File: config.mk
export PLATFORM = sky130hd
export DESIGN_NAME = scdc_drive_ctrl
export DESIGN_NICKNAME = d
export VERILOG_FILES = /design/src/scdc_pkg.sv /design/src/scdc_ramp_if.sv /design/src/scdc_drive_ctrl.sv /design/src/scdc_ramp.sv
export VERILOG_INCLUDE_DIRS = /design/src
export SDC_FILE = /design/constraint.sdc
export NUM_CORES = 1
export LEC_CHECK = 0
export BUFFER_PORTS_ARGS = -buffer_cell sky130_fd_sc_hd__buf_2
export CAP_MARGIN = 25
export CORE_MARGIN = 2
export CORE_UTILIZATION = 43
export CTS_BUF_LIST = sky130_fd_sc_hd__clkbuf_4 sky130_fd_sc_hd__clkbuf_8 sky130_fd_sc_hd__clkbuf_16
export DETAILED_ROUTE_END_ITERATION = 8
export PLACE_DENSITY = 0.56
export SLEW_MARGIN = 20
export SYNTH_ARGS = -nofsm -noshare
export SYNTH_HDL_FRONTEND = slang
export SYNTH_SLANG_ARGS = --single-unit
File: constraint.sdc
create_clock -name clk_i -period 7.4 [get_ports clk_i]
set_input_delay 0.37 -clock clk_i [delete_from_list [all_inputs] [get_ports clk_i]]
set_output_delay 0.37 -clock clk_i [all_outputs]
set_load 0.1 [all_outputs]
File: src/scdc_cfg.svh
// Register offsets, field positions, reset values and counts of the drive block
`ifndef SCDC_CFG_SVH
`define SCDC_CFG_SVH
`define SCDC_OFF_CMD 8'h00
`define SCDC_OFF_INMODE 8'h04
`define SCDC_OFF_LIMMODE 8'h08
`define SCDC_OFF_ACCMODE 8'h0c
`define SCDC_OFF_MAINST 8'h10
`define SCDC_OFF_DRVST 8'h14
`define SCDC_OFF_CAUSE 8'h18
`define SCDC_OFF_ICLR 8'h1c
`define SCDC_OFF_IEN 8'h20
`define SCDC_OFF_PCNT 8'h24
`define SCDC_OFF_SV 8'h28
`define SCDC_OFF_V 8'h2c
`define SCDC_OFF_POS 8'h30
`define SCDC_OFF_SWP 8'h34
`define SCDC_OFF_SWM 8'h38
`define SCDC_OFF_SPEED 8'h3c
`define SCDC_CMD_FIX_FWD 8'h20
`define SCDC_CMD_FIX_REV 8'h21
`define SCDC_CMD_CON_FWD 8'h22
`define SCDC_CMD_CON_REV 8'h23
`define SCDC_CMD_DECEL 8'h26
`define SCDC_CMD_SUDDEN 8'h27
`define SCDC_CMD_CLRACC 8'h44
`define SCDC_BIT_AXIS 8
`define SCDC_BIT_SCURVE 2
`define SCDC_BIT_SWP_EN 0
`define SCDC_BIT_SWM_EN 1
`define SCDC_BIT_LIM_DEC 2
`define SCDC_BIT_STOP0 1
`define SCDC_BIT_STOP1 3
`define SCDC_BIT_STOP2 5
`define SCDC_BIT_CEND_EN 13
`define SCDC_BIT_CEND 5
`define SCDC_BIT_DRV 0
`define SCDC_BIT_ACC 2
`define SCDC_BIT_CONSTANT_SPEED_FLAG 3
`define SCDC_BIT_DEC 4
`define SCDC_BIT_LIMF 12
`define SCDC_BIT_LIMR 13
`define SCDC_RST_SV 16'h0064
`define SCDC_RST_V 16'h0fa0
`define SCDC_UPD_CYC 8
`define SCDC_ACC_MAX 16
`define SCDC_LIN_STEP 4
`endif

File: src/scdc_pkg.sv
// Shared types of the drive block
package scdc_pkg;
	typedef enum logic [1:0] {
		SCDC_PH_IDLE = 2'b00,
		SCDC_PH_ACC = 2'b01,
		SCDC_PH_CONST = 2'b10,
		SCDC_PH_DEC = 2'b11
	} scdc_phase_t;
endpackage

File: src/scdc_ramp_if.sv
// Link between the drive sequencer and the speed ramp
`timescale 1ns/1ps
interface scdc_ramp_if;
	logic ce;
	logic start;
	logic fixed;
	logic scurve;
	logic clr_acc;
	logic decel_req;
	logic halt;
	logic [15:0] init_speed;
	logic [15:0] drive_speed;
	logic [31:0] pulse_cnt;
	logic step;
	logic active;
	logic cend;
	logic [15:0] speed;
	logic [15:0] acc;
	scdc_pkg::scdc_phase_t phase;
	modport ctrl (output ce, start, fixed, scurve, clr_acc, decel_req, halt,
		init_speed, drive_speed, pulse_cnt,
		input step, active, cend, speed, acc, phase);
	modport ramp (input ce, start, fixed, scurve, clr_acc, decel_req, halt,
		init_speed, drive_speed, pulse_cnt,
		output step, active, cend, speed, acc, phase);
endinterface

File: src/scdc_drive_ctrl.sv
// Drive sequencer, stop logic and Wishbone register file of one axis
`timescale 1ns/1ps
`include "scdc_cfg.svh"
// Behaviour
// - S-curve select bit set makes fixed and continuous drives use S-curve.
// - Clear-counter command zeroes the axis S-curve acceleration counter.
// - Codes start fixed forward, fixed reverse, continuous forward and continuous reverse drive.
// - Position limit comparison only valid within a signed 31-bit range.
// - Fixed S-curve drive aims to end at initial speed, zero acceleration.
// - Drive status shows accelerating, constant and decelerating in bits 2-4.
// - Drive-active flag reads one while driving; all phases zero is runaway.
// - Constant-speed end sets its cause flag and interrupt when enabled.
// - Drive status bits 12 and 13 show forward and reverse hardware limits.
// - Decelerating-stop command brakes; sudden-stop command halts at once.
// - Limit-stop-mode bit picks decelerating or sudden stop on travel limit.
// - Two low limit-mode bits enable software limits as stop factors.
// - Input mode bits 5, 3, 1 enable external stops, which decelerate.
// - Sudden command, emergency, sudden-mode limit or alarm halt at once.
module scdc_drive_ctrl #(
	parameter int UPD_CYC = `SCDC_UPD_CYC,
	parameter int ACC_MAX = `SCDC_ACC_MAX,
	parameter int LIN_STEP = `SCDC_LIN_STEP
)(
	input wire logic clk_i,
	input wire logic rst_i,
	input wire logic ce_i,
	input wire logic wb_cyc_i,
	input wire logic wb_stb_i,
	input wire logic wb_we_i,
	input wire logic [7:0] wb_adr_i,
	input wire logic [3:0] wb_sel_i,
	input wire logic [31:0] wb_dat_i,
	output logic [31:0] wb_dat_o,
	output logic wb_ack_o,
	input wire logic limit_fwd_n_i,
	input wire logic limit_rev_n_i,
	input wire logic [2:0] ext_stop_n_i,
	input wire logic emg_stop_n_i,
	input wire logic alarm_i,
	output logic pulse_o,
	output logic dir_o,
	output logic irq_o
);
	scdc_ramp_if rif();

	logic ack_ff, nxt_ack;
	logic [31:0] rdat_ff, nxt_rdat;
	logic [15:0] inmode_ff, nxt_inmode;
	logic [15:0] limmode_ff, nxt_limmode;
	logic [15:0] accmode_ff, nxt_accmode;
	logic [31:0] pcnt_ff, nxt_pcnt, swp_ff, nxt_swp, swm_ff, nxt_swm;
	logic [31:0] pos_ff, nxt_pos;
	logic [15:0] sv_ff, nxt_sv, v_ff, nxt_v;
	logic cause_ff, nxt_cause, ien_ff, nxt_ien;
	logic dir_ff, nxt_dir, pulse_ff, nxt_pulse;
	logic wr, cmd_wr, axis_sel;
	logic [7:0] code;
	logic lim_f, lim_r, lim_travel, sw_hit, ext_hit;
	logic sudden, decel, start, fixed;
	logic [31:0] main_st, drv_st, rd_val;

	// Signed compare on the low 31 bits only; wider values wrap
	function automatic logic ge31(input logic [31:0] a, input logic [31:0] b);
		return $signed(a[30:0]) >= $signed(b[30:0]);
	endfunction

	function automatic logic [31:0] merge(input logic [31:0] old,
		input logic [31:0] dat, input logic [3:0] sel);
		logic [31:0] m;
		m = {{8{sel[3]}}, {8{sel[2]}}, {8{sel[1]}}, {8{sel[0]}}};
		return (old & ~m) | (dat & m);
	endfunction

	// Writes commit at the edge where the master sees ack
	assign wr = wb_cyc_i && wb_stb_i && wb_we_i && ack_ff;
	assign cmd_wr = wr && wb_adr_i == `SCDC_OFF_CMD && wb_sel_i[0];
	assign code = wb_dat_i[7:0];
	assign axis_sel = wb_dat_i[`SCDC_BIT_AXIS] && wb_sel_i[1];

	assign lim_f = !limit_fwd_n_i;
	assign lim_r = !limit_rev_n_i;
	assign lim_travel = dir_ff ? lim_r : lim_f;
	assign sw_hit = rif.active && (
		(limmode_ff[`SCDC_BIT_SWP_EN] && !dir_ff && ge31(pos_ff, swp_ff)) ||
		(limmode_ff[`SCDC_BIT_SWM_EN] && dir_ff && ge31(swm_ff, pos_ff)));
	assign ext_hit = |(~ext_stop_n_i & {inmode_ff[`SCDC_BIT_STOP2],
		inmode_ff[`SCDC_BIT_STOP1], inmode_ff[`SCDC_BIT_STOP0]});

	// Emergency and alarm act even without a bus command
	assign sudden = (cmd_wr && axis_sel && code == `SCDC_CMD_SUDDEN) ||
		!emg_stop_n_i || alarm_i ||
		(lim_travel && !limmode_ff[`SCDC_BIT_LIM_DEC]);
	assign decel = (cmd_wr && axis_sel && code == `SCDC_CMD_DECEL) ||
		(lim_travel && limmode_ff[`SCDC_BIT_LIM_DEC]) ||
		sw_hit || ext_hit;

	always_comb
	begin
		start = 1'b0;
		fixed = 1'b0;
		if (cmd_wr && axis_sel && !rif.active)
		begin
			case (code)
				`SCDC_CMD_FIX_FWD, `SCDC_CMD_FIX_REV:
				begin
					start = 1'b1;
					fixed = 1'b1;
				end
				`SCDC_CMD_CON_FWD, `SCDC_CMD_CON_REV:
					start = 1'b1;
				default:
					start = 1'b0;
			endcase
		end
	end

	assign rif.ce = ce_i;
	assign rif.start = start;
	assign rif.fixed = fixed;
	assign rif.scurve = accmode_ff[`SCDC_BIT_SCURVE];
	assign rif.clr_acc = cmd_wr && axis_sel &&
		code == `SCDC_CMD_CLRACC;
	assign rif.decel_req = decel && rif.active;
	assign rif.halt = sudden && rif.active;
	assign rif.init_speed = sv_ff;
	assign rif.drive_speed = v_ff;
	assign rif.pulse_cnt = pcnt_ff;

	always_comb
	begin
		main_st = 32'h0;
		main_st[`SCDC_BIT_DRV] = rif.active;
		drv_st = 32'h0;
		drv_st[`SCDC_BIT_ACC] = rif.phase == scdc_pkg::SCDC_PH_ACC;
		drv_st[`SCDC_BIT_CONSTANT_SPEED_FLAG] = rif.phase == scdc_pkg::SCDC_PH_CONST;
		drv_st[`SCDC_BIT_DEC] = rif.phase == scdc_pkg::SCDC_PH_DEC;
		drv_st[`SCDC_BIT_LIMF] = lim_f;
		drv_st[`SCDC_BIT_LIMR] = lim_r;
		case (wb_adr_i)
			`SCDC_OFF_INMODE: rd_val = {16'h0, inmode_ff};
			`SCDC_OFF_LIMMODE: rd_val = {16'h0, limmode_ff};
			`SCDC_OFF_ACCMODE: rd_val = {16'h0, accmode_ff};
			`SCDC_OFF_MAINST: rd_val = main_st;
			`SCDC_OFF_DRVST: rd_val = drv_st;
			`SCDC_OFF_CAUSE: rd_val = 32'(cause_ff) << `SCDC_BIT_CEND;
			`SCDC_OFF_IEN: rd_val = 32'(ien_ff) << `SCDC_BIT_CEND;
			`SCDC_OFF_PCNT: rd_val = pcnt_ff;
			`SCDC_OFF_SV: rd_val = {16'h0, sv_ff};
			`SCDC_OFF_V: rd_val = {16'h0, v_ff};
			`SCDC_OFF_POS: rd_val = pos_ff;
			`SCDC_OFF_SWP: rd_val = swp_ff;
			`SCDC_OFF_SWM: rd_val = swm_ff;
			`SCDC_OFF_SPEED: rd_val = {16'h0, rif.speed};
			default: rd_val = 32'h0;
		endcase
	end

	always_comb
	begin
		nxt_ack = wb_cyc_i && wb_stb_i && !ack_ff;
		nxt_rdat = nxt_ack ? rd_val : rdat_ff;
		nxt_inmode = inmode_ff;
		nxt_limmode = limmode_ff;
		nxt_accmode = accmode_ff;
		nxt_pcnt = pcnt_ff;
		nxt_sv = sv_ff;
		nxt_v = v_ff;
		nxt_swp = swp_ff;
		nxt_swm = swm_ff;
		nxt_ien = ien_ff;
		nxt_cause = cause_ff;
		nxt_dir = dir_ff;
		nxt_pos = pos_ff;
		nxt_pulse = rif.step;
		if (wr)
		begin
			case (wb_adr_i)
				`SCDC_OFF_INMODE:
					nxt_inmode = 16'(merge({16'h0, inmode_ff}, wb_dat_i,
						wb_sel_i));
				`SCDC_OFF_LIMMODE:
					nxt_limmode = 16'(merge({16'h0, limmode_ff}, wb_dat_i,
						wb_sel_i));
				`SCDC_OFF_ACCMODE:
					nxt_accmode = 16'(merge({16'h0, accmode_ff}, wb_dat_i,
						wb_sel_i));
				`SCDC_OFF_PCNT: nxt_pcnt = merge(pcnt_ff, wb_dat_i, wb_sel_i);
				`SCDC_OFF_SV:
					nxt_sv = 16'(merge({16'h0, sv_ff}, wb_dat_i,
						wb_sel_i));
				`SCDC_OFF_V:
					nxt_v = 16'(merge({16'h0, v_ff}, wb_dat_i,
						wb_sel_i));
				`SCDC_OFF_SWP: nxt_swp = merge(swp_ff, wb_dat_i, wb_sel_i);
				`SCDC_OFF_SWM: nxt_swm = merge(swm_ff, wb_dat_i, wb_sel_i);
				`SCDC_OFF_POS: nxt_pos = merge(pos_ff, wb_dat_i, wb_sel_i);
				`SCDC_OFF_IEN:
					if (wb_sel_i[0])
						nxt_ien = wb_dat_i[`SCDC_BIT_CEND];
				`SCDC_OFF_ICLR:
					if (wb_sel_i[0] && wb_dat_i[`SCDC_BIT_CEND])
						nxt_cause = 1'b0;
				default:
					nxt_ien = ien_ff;
			endcase
		end
		if (start)
			nxt_dir = code == `SCDC_CMD_FIX_REV || code == `SCDC_CMD_CON_REV;
		if (rif.step)
			nxt_pos = dir_ff ? pos_ff - 32'h1 : pos_ff + 32'h1;
		// A new event wins over a clear in the same cycle
		if (rif.cend && inmode_ff[`SCDC_BIT_CEND_EN])
			nxt_cause = 1'b1;
	end

	always_ff @(posedge clk_i)
	begin
		if (rst_i)
		begin
			ack_ff <= 1'b0;
			rdat_ff <= 32'h0;
			inmode_ff <= 16'h0;
			limmode_ff <= 16'h0;
			accmode_ff <= 16'h0;
			pcnt_ff <= 32'h0;
			sv_ff <= `SCDC_RST_SV;
			v_ff <= `SCDC_RST_V;
			swp_ff <= 32'h0;
			swm_ff <= 32'h0;
			pos_ff <= 32'h0;
			ien_ff <= 1'b0;
			cause_ff <= 1'b0;
			dir_ff <= 1'b0;
			pulse_ff <= 1'b0;
		end
		else if (ce_i)
		begin
			ack_ff <= nxt_ack;
			rdat_ff <= nxt_rdat;
			inmode_ff <= nxt_inmode;
			limmode_ff <= nxt_limmode;
			accmode_ff <= nxt_accmode;
			pcnt_ff <= nxt_pcnt;
			sv_ff <= nxt_sv;
			v_ff <= nxt_v;
			swp_ff <= nxt_swp;
			swm_ff <= nxt_swm;
			pos_ff <= nxt_pos;
			ien_ff <= nxt_ien;
			cause_ff <= nxt_cause;
			dir_ff <= nxt_dir;
			pulse_ff <= nxt_pulse;
		end
	end

	assign wb_ack_o = ack_ff;
	assign wb_dat_o = rdat_ff;
	assign pulse_o = pulse_ff;
	assign dir_o = dir_ff;
	assign irq_o = cause_ff && ien_ff;

	scdc_ramp #(
		.UPD_CYC(UPD_CYC),
		.ACC_MAX(ACC_MAX),
		.LIN_STEP(LIN_STEP)
	) u_ramp (
		.clk_i(clk_i),
		.rst_i(rst_i),
		.rif(rif.ramp)
	);
endmodule

File: src/scdc_ramp.sv
// Speed ramp and pulse-rate generator
`timescale 1ns/1ps
`include "scdc_cfg.svh"
module scdc_ramp #(
	parameter int UPD_CYC = `SCDC_UPD_CYC,
	parameter int ACC_MAX = `SCDC_ACC_MAX,
	parameter int LIN_STEP = `SCDC_LIN_STEP
)(
	input wire logic clk_i,
	input wire logic rst_i,
	scdc_ramp_if.ramp rif
);
	scdc_pkg::scdc_phase_t st_ff, nxt_st;
	logic [15:0] speed_ff, nxt_speed, acc_ff, nxt_acc, accum_ff, nxt_accum;
	logic [31:0] left_ff, nxt_left, used_ff, nxt_used;
	logic [7:0] tick_ff, nxt_tick;
	logic fixed_ff, nxt_fixed, decel_ff, nxt_decel, tail_ff, nxt_tail;
	logic [16:0] sum, up;
	logic [15:0] d, dd;
	logic step, upd, cend, dreq, near_end;

	function automatic logic [15:0] clamp(input logic [16:0] v,
		input logic [15:0] lo, input logic [15:0] hi);
		if (v > {1'b0, hi})
			return hi;
		if (v < {1'b0, lo})
			return lo;
		return v[15:0];
	endfunction

	always_comb
	begin
		nxt_st = st_ff;
		nxt_speed = speed_ff;
		nxt_acc = acc_ff;
		nxt_accum = accum_ff;
		nxt_left = left_ff;
		nxt_used = used_ff;
		nxt_tick = tick_ff;
		nxt_fixed = fixed_ff;
		nxt_decel = decel_ff;
		nxt_tail = tail_ff;
		cend = 1'b0;
		sum = {1'b0, accum_ff} + {1'b0, speed_ff};
		step = (st_ff != scdc_pkg::SCDC_PH_IDLE) && sum[16];
		upd = tick_ff == 8'(UPD_CYC - 1);
		d = rif.scurve ? acc_ff : 16'(LIN_STEP);
		// Braking step has a floor, so a spent S-curve counter cannot stall it
		dd = (d > 16'(LIN_STEP)) ? d : 16'(LIN_STEP);
		up = {1'b0, speed_ff} + {1'b0, d};
		dreq = decel_ff || rif.decel_req;
		// Braking begins once the pulses left are at most one more than those spent speeding up
		near_end = fixed_ff && (left_ff <= used_ff + 32'h1);
		if (st_ff != scdc_pkg::SCDC_PH_IDLE)
		begin
			nxt_accum = sum[15:0];
			nxt_tick = upd ? 8'h0 : tick_ff + 8'h1;
			if (step)
				nxt_left = left_ff - 32'h1;
			if (rif.decel_req)
				nxt_decel = 1'b1;
		end
		case (st_ff)
			scdc_pkg::SCDC_PH_IDLE:
				if (rif.start && !(rif.fixed && rif.pulse_cnt == 32'h0))
				begin
					nxt_st = scdc_pkg::SCDC_PH_ACC;
					nxt_speed = rif.init_speed;
					nxt_left = rif.pulse_cnt;
					nxt_used = 32'h0;
					nxt_fixed = rif.fixed;
					nxt_decel = 1'b0;
					nxt_tail = 1'b0;
					nxt_accum = 16'h0;
					nxt_tick = 8'h0;
				end
			scdc_pkg::SCDC_PH_ACC:
			begin
				if (step)
					nxt_used = used_ff + 32'h1;
				if (upd)
				begin
					if (rif.scurve && acc_ff < 16'(ACC_MAX))
						nxt_acc = acc_ff + 16'h1;
					nxt_speed = clamp(up, rif.init_speed, rif.drive_speed);
					if (up >= {1'b0, rif.drive_speed})
						nxt_st = scdc_pkg::SCDC_PH_CONST;
				end
				if (near_end || dreq)
					nxt_st = scdc_pkg::SCDC_PH_DEC;
			end
			scdc_pkg::SCDC_PH_CONST:
				if (!tail_ff && (near_end || dreq))
				begin
					nxt_st = scdc_pkg::SCDC_PH_DEC;
					cend = 1'b1;
				end
			scdc_pkg::SCDC_PH_DEC:
				if (upd)
				begin
					if (rif.scurve && acc_ff != 16'h0)
						nxt_acc = acc_ff - 16'h1;
					nxt_speed = clamp((dd > speed_ff) ? 17'h0 :
						{1'b0, speed_ff - dd}, rif.init_speed, rif.drive_speed);
					if (nxt_speed <= rif.init_speed)
					begin
						// Short tail at the initial speed uses up the last pulses
						if (dreq || !fixed_ff)
							nxt_st = scdc_pkg::SCDC_PH_IDLE;
						else
						begin
							nxt_st = scdc_pkg::SCDC_PH_CONST;
							nxt_tail = 1'b1;
						end
					end
				end
			default:
				nxt_st = scdc_pkg::SCDC_PH_IDLE;
		endcase
		if (fixed_ff && step && left_ff == 32'h1)
		begin
			nxt_st = scdc_pkg::SCDC_PH_IDLE;
			if (st_ff == scdc_pkg::SCDC_PH_CONST)
				cend = 1'b1;
		end
		if (rif.halt)
			nxt_st = scdc_pkg::SCDC_PH_IDLE;
		if (rif.clr_acc)
			nxt_acc = 16'h0;
	end

	always_ff @(posedge clk_i)
	begin
		if (rst_i)
		begin
			st_ff <= scdc_pkg::SCDC_PH_IDLE;
			speed_ff <= 16'h0;
			acc_ff <= 16'h0;
			accum_ff <= 16'h0;
			left_ff <= 32'h0;
			used_ff <= 32'h0;
			tick_ff <= 8'h0;
			fixed_ff <= 1'b0;
			decel_ff <= 1'b0;
			tail_ff <= 1'b0;
		end
		else if (rif.ce)
		begin
			st_ff <= nxt_st;
			speed_ff <= nxt_speed;
			acc_ff <= nxt_acc;
			accum_ff <= nxt_accum;
			left_ff <= nxt_left;
			used_ff <= nxt_used;
			tick_ff <= nxt_tick;
			fixed_ff <= nxt_fixed;
			decel_ff <= nxt_decel;
			tail_ff <= nxt_tail;
		end
	end

	assign rif.step = step && rif.ce;
	assign rif.active = st_ff != scdc_pkg::SCDC_PH_IDLE;
	assign rif.cend = cend && rif.ce;
	assign rif.speed = speed_ff;
	assign rif.acc = acc_ff;
	assign rif.phase = st_ff;
endmodule

==> qor.yml, run 1 <==
ant_nets: 0
setup_viol: 0
min_period_ps: 7040
wl_per_cell_um: 23.0
drt_iter0_markers: 2167
critPathKind: "reg2reg"
finalWorstSetupSlack_ps: 355
worst_pin_slew_ps: 1010
yosysWarningCount: 0
syn_area_per_cell_um2: 7.83
vias: 25900
final_cell_mix: "nor2_1, nand2_1, dfxtp_1, a21oi_1, ha_1"
wl_mm: 97.7
fp.coreArea_mm2: 0.0601
cts_buffers: 46
drt-vias-per-instance: 6.09
cp_common_cell: "buf_4"
synth_cells: 3324
design_power_total_w: 0.00467
synth.distinct_cells: 79
synthArstFlopShare_pct: 0
ys_seq_area_share_pct: 28.4
power.switching_w: 0.00117
critPathSlowestCell: "or4b_1"
synthFlopType: "dfxtp_1"
seq_power_share_pct: 43.0
pre_cts_slack_ps: -202
slew_headroom_pct: 32.7
syn_area_mm2: 0.0260
grt_pass1_wl_mm: 149
max_freq_mhz: 142
p_leak_nw: 12.0
die_area_mm2: 0.0625
critPathRequiredTime_ps: 7900
start_kind: "flip-flop"
syn-num-nets: 3658
drc: 0
status: "finished, final reports clean"
synthTopCellsByArea: "dfxtp_1, ha_1, nor2_1"
fin_util_pct: 49.4
clk_pin_slew_ps: 60
hold_viol: 0
antenna_found_initial: 1
cpPeakStageDelay_ps: 490
holdWs_ps: 51.8
clock_latency_ps: 620
port_buffers: 92
drt_pass1_iterations: 6
root_buffer: "clkbuf_16"
antennaDiodeCount: 0
die_w_um: 250
power_density_mw_per_mm2: 157
grt_max_degree: 186
fin_skew_ps: 39.2
synth_edf_count: 0
clkSinkCount: 370
fin_nets: 3764
report.final.slew_viol_count: 0
drive_above_1_share_pct: 11.1
start_util_pct: 43.3
rsz0062_at_grt: "true"
period_share_pct: 95.2
min_path_type: "in2reg"
grt-ovfl-total: 0
die_y_um: 250
synth_top_area_cell: "dfxtp_1"
layout_commonest_cell: "nor2_1"
yosys.area.top_type_share_pct: 28.4
synth-seq-cells: 370
rows: 90
hpwl_mm: 72.7
ios: 93
gp_congestion: 0.981
htree_levels: 2
syn2layout_area_growth_pct: 14.1
cp.arrival_ps: 7550
endpoint_kind: "flip-flop"
cts_tree: "yes"
grt.total_usage_pct: 30.4
vdd_drop_max_uv: 161
clockBufferDepth: 3
sw_frac_of_total_pct: 24.9
holdBufCountCts: 0
p_int_w: 0.00351
cap_viol_max_count: 0
first_global_vias: 24700
combinationalPowerShare_pct: 4.5
clock_power_share_pct: 52.5
path_max_fanout: 5
==> cell type report <==
cell class                 count  area [um^2]
clock buffer                  65         1370
clock inverter                19          270
fill                        5958        30400
inverter                     156          586
multi-input combinational   2647        17700
sequential                   370         7410
tap                          782          978
timing repair buffer         209         1390
==> power groups by stage <==
stage	clock network (W)	logic [W]	registers, W
floorplan	0	0.0000760	0.00211
global placement	0	0.000207	0.00205
detailed placement	0	0.000208	0.00205
CTS	0.00250	0.000208	0.00201
global route	0.00257	0.000222	0.00201
finish	0.00245	0.000213	0.00201
==> metrics by stage <==
step           setup TNS (ps)  cell area, um^2  std cells
3_3_place_gp            -40.8            27800       4154
3_5_place_dp             -291            27800       4158
6_report                    0            29700       4248
2_1_floorplan               0            26000       3324
4_1_cts                     0            29500       4244
5_1_grt                 -50.3            29700       4248
==> kinds of logic (layout without fill, tap and decap cells) <==
kind of cell,after synthesis,count (layout),synth area share (%)
buffers and inverters,307,449,4.46
adder cells (fa/ha/maj),282,282,13.6
XOR/XNOR,111,111,3.73
AO/OA/AOI/OAI,905,905,23.1
AND/OR/NAND/NOR,1213,1213,21.3
flip-flops,370,370,28.4
multiplexers,136,136,5.36
==> worst max-delay path: cells and delay by family (launching register included) <==
kind,cells,cell delay (ps)
compound gates,14,2030
fa+ha+maj,4,1090
buf+inv,5,830
flops,1,320
mux,2,550
simple gates,13,2130
==> routing by layer <==
metal	part of all wire, %	wire length, um	vias up	track usage, %
met3	6.8	6670	179	4.70
met1	45	43600	12400	41.4
met2	45	43900	956	49.1
met5	0.010	10	-	0
li1	-	-	12300	-
met4	3.6	3490	2	10.4
==> cell usage after synthesis (all sizes together), types with 13 or more instances <==
library cell	count
nor4	34
a31oi	20
ha	272
a22o	13
or3	28
nor3	74
a211o	14
a21o	68
xnor2	52
o21a	23
o22ai	14
dfxtp	370
xor2	59
nor2b	27
or2	14
nand3	66
nor2	412
a311oi	38
a221oi	48
inv	155
o211ai	19
clkbuf	140
nand2b	22
o21ai	114
a22oi	80
and2	23
mux2	27
a21oi	296
and3	29
nand2	388
nand4	51
mux2i	109
a211oi	53
o31ai	16
==> final timing paths <==
path                            depth (start not counted)          startpoint  slack (ps)             endpoint
worst max-delay path                                   38  u_ramp.rif.acc[13]         360  u_ramp.rif.phase[1]
worst min-delay path                                    3        wb_dat_i[19]          50            flip-flop
worst max register to register                         38  u_ramp.rif.acc[13]         360  u_ramp.rif.phase[1]
worst min register to register                          2           flip-flop         460            flip-flop
==> timing repair <==
action / 4_1_cts / 5_1_grt
setup buffers: 2 / 1
endpoints found under the setup margin: 2 / 3
cloned: 0 / 1
resized for setup: 10 / 40
pin swaps: 5 / 17
hold endpoints to repair: 0 / 0
Power figures use the tool's default switching activity.
==> run 2, diff against run 1 <==
Settings changed: GPL_TIMING_DRIVEN set to 0.
==> run 2 against run 1 <==
Hold slack better by 67 ps. Sequential share of layout area barely moved. The flow now finishes with violations (negative setup slack). Largest cell class unchanged. Power increased by 1.8%.
==> qor.yml, run 2 (same netlist as run 1, synthesis figures left out) <==
grt_max_degree: 33  # -82%
max_freq_mhz: 133  # -6.4%
cp_common_cell: "a21oi_2"
start_kind: "flip-flop"
gp_congestion: 0.950  # -3.1%
drt-vias-per-instance: 6.24  # +2.6%
endpoint_kind: "flip-flop"
grt.total_usage_pct: 34.5  # +4.1 points
min_path_type: "in2reg"
antenna_found_initial: 2  # +1
path_max_fanout: 10  # +5
critPathSlowestCell: "or4b_4"
placed_area_mm2: 0.0275  # -1.1%
slew_headroom_pct: 23.2  # -9.6 points
clock_power_share_pct: 52.5  # about the same
vdd_drop_max_uv: 184  # +14%
status: "finished with violations"
die_w_um: 250  # unchanged
design_area_mm2: 0.0297  # about the same
critPathRequiredTime_ps: 7920  # +20 ps
hold_viol: 0  # unchanged
cts_buffers: 47  # +2.2%
start_util_pct: 43.3  # unchanged
rows: 90  # unchanged
clk_pin_slew_ps: 60  # about the same
worst-path-buf-inv: 3  # -2
wl_mm: 111  # +14%
power_density_mw_per_mm2: 160  # +1.7%
grt-ovfl-total: 0  # unchanged
clock_latency_ps: 610  # about the same
cp.arrival_ps: 8050  # +500 ps
period_share_pct: 102  # +6.5 points
sw_frac_of_total_pct: 25.6  # +0.61 points
combinationalPowerShare_pct: 5.2  # +0.7 points
drive_above_1_share_pct: 8.95  # -2.2 points
grt_pass1_wl_mm: 164  # +10%
final_cell_mix: "nor2_1, nand2_1, dfxtp_1, a21oi_1, ha_1"
clkSinkCount: 370  # unchanged
ant_nets: 0  # unchanged
cts_tree: "yes"
vias: 26900  # +3.9%
report.final.slew_viol_count: 0  # unchanged
drc: 0  # unchanged
first_global_vias: 26200  # +6.2%
design_power_total_w: 0.00476  # +1.8%
cpPeakStageDelay_ps: 520  # +30 ps
port_buffers: 81  # -12%
p_int_w: 0.00354  # +0.94%
finalWorstSetupSlack_ps: -129  # -484 ps
p_leak_nw: 11.7  # -2.2%
die_y_um: 250  # unchanged
cap_viol_max_count: 0  # unchanged
failed_checks: "negative setup slack"
wl_per_cell_um: 25.9  # +12%
worst_pin_slew_ps: 1150  # +145 ps
drt_pass1_iterations: 7  # +1
drt_iter0_markers: 2313  # +6.7%
htree_levels: 2  # unchanged
critPathTopFamily: "simple AND/OR/NAND/NOR gates"
root_buffer: "clkbuf_16"
layout_commonest_cell: "nor2_1"
num-fill-cells: 5950  # -0.13%
power.switching_w: 0.00122  # +4.3%
setup_viol: 2  # +2
pre_cts_slack_ps: -2900  # -2700 ps
syn2layout_area_growth_pct: 14.1  # about the same
fin_nets: 3818  # +1.4%
holdBufCountCts: 0  # unchanged
critPathKind: "reg2reg"
min_period_ps: 7530  # +484 ps
fp.coreArea_mm2: 0.0601  # unchanged
seq_power_share_pct: 42.2  # -0.8 points
fin_skew_ps: 29.7  # -9.47 ps
die_area_mm2: 0.0625  # unchanged
clockBufferDepth: 3  # unchanged
ios: 93  # unchanged
hpwl_mm: 87.6  # +20%
rsz0062_at_grt: "true"
run 2: power by group through the flow:
stage | clock network [W] | logic [W] | registers (W)
after floorplan | 0 | 0.0000760 | 0.00211
final | 0.00250 | 0.000249 | 0.00201
after global placement | 0 | 0.000235 | 0.00205
after detailed placement | 0 | 0.000239 | 0.00205
after CTS | 0.00251 | 0.000240 | 0.00201
after global routing | 0.00259 | 0.000255 | 0.00201
run 2: path summary, 6_finish.rpt:
path              cells past startpoint  slack, ps             endpoint               start
setup / recovery                     37       -130  u_ramp.rif.phase[1]  u_ramp.rif.acc[15]
hold / removal                        3        120            flip-flop        wb_dat_i[30]
setup reg to reg                     37       -130  u_ramp.rif.phase[1]  u_ramp.rif.acc[15]
hold reg to reg                       2        460            flip-flop           flip-flop
run 2: metal layers:
metal  vias to the layer above  routed length (um)  track usage (%)
met5                         -                  13                0
met4                         2                6100             17.0
met3                       286                8710             6.40
met2                      1144               49900             56.0
met1                     13000               46600             44.1
li1                      12500                   -                -
run 2: what timing repair did:
item / 4_1_cts / 5_1_grt
pin swaps: 19 / 19
endpoints found under the setup margin: 9 / 3
setup buffers: 11 / 9
resized for setup: 66 / 29
run 2: cell type report:
class                           instances  area [um^2]  share of cell area (%)
Multi-Input combinational cell       2647        17800                    59.9
Sequential cell                       370         7420                    25.0
Tap cell                              782          978                    3.29
Clock inverter                         20          240                   0.808
Inverter                              156          586                    1.97
Antenna cell                            1         2.50                 0.00842
Timing Repair Buffer                  111          654                    2.20
Buffer                                151          639                    2.15
Clock buffer                           65         1400                    4.72
run 2: through the flow:
stage / utilization, % / std cells / hold WS [ps] / TNS (ps)
3_3_place_gp: 45.6 / 4187 / 444 / -7990
4_1_cts: 49.0 / 4291 / 99.7 / 0
2_1_floorplan: - / 3324 / 436 / 0
5_1_grt: 49.4 / 4302 / 122 / -829
6_report: 49.4 / 4303 / 119 / -167
3_5_place_dp: 45.7 / 4195 / 447 / -8250
run 2: worst min-delay path: stages:
cell and delay, ps:
buf_2 140, mux2i_1 90, nor2_1 70
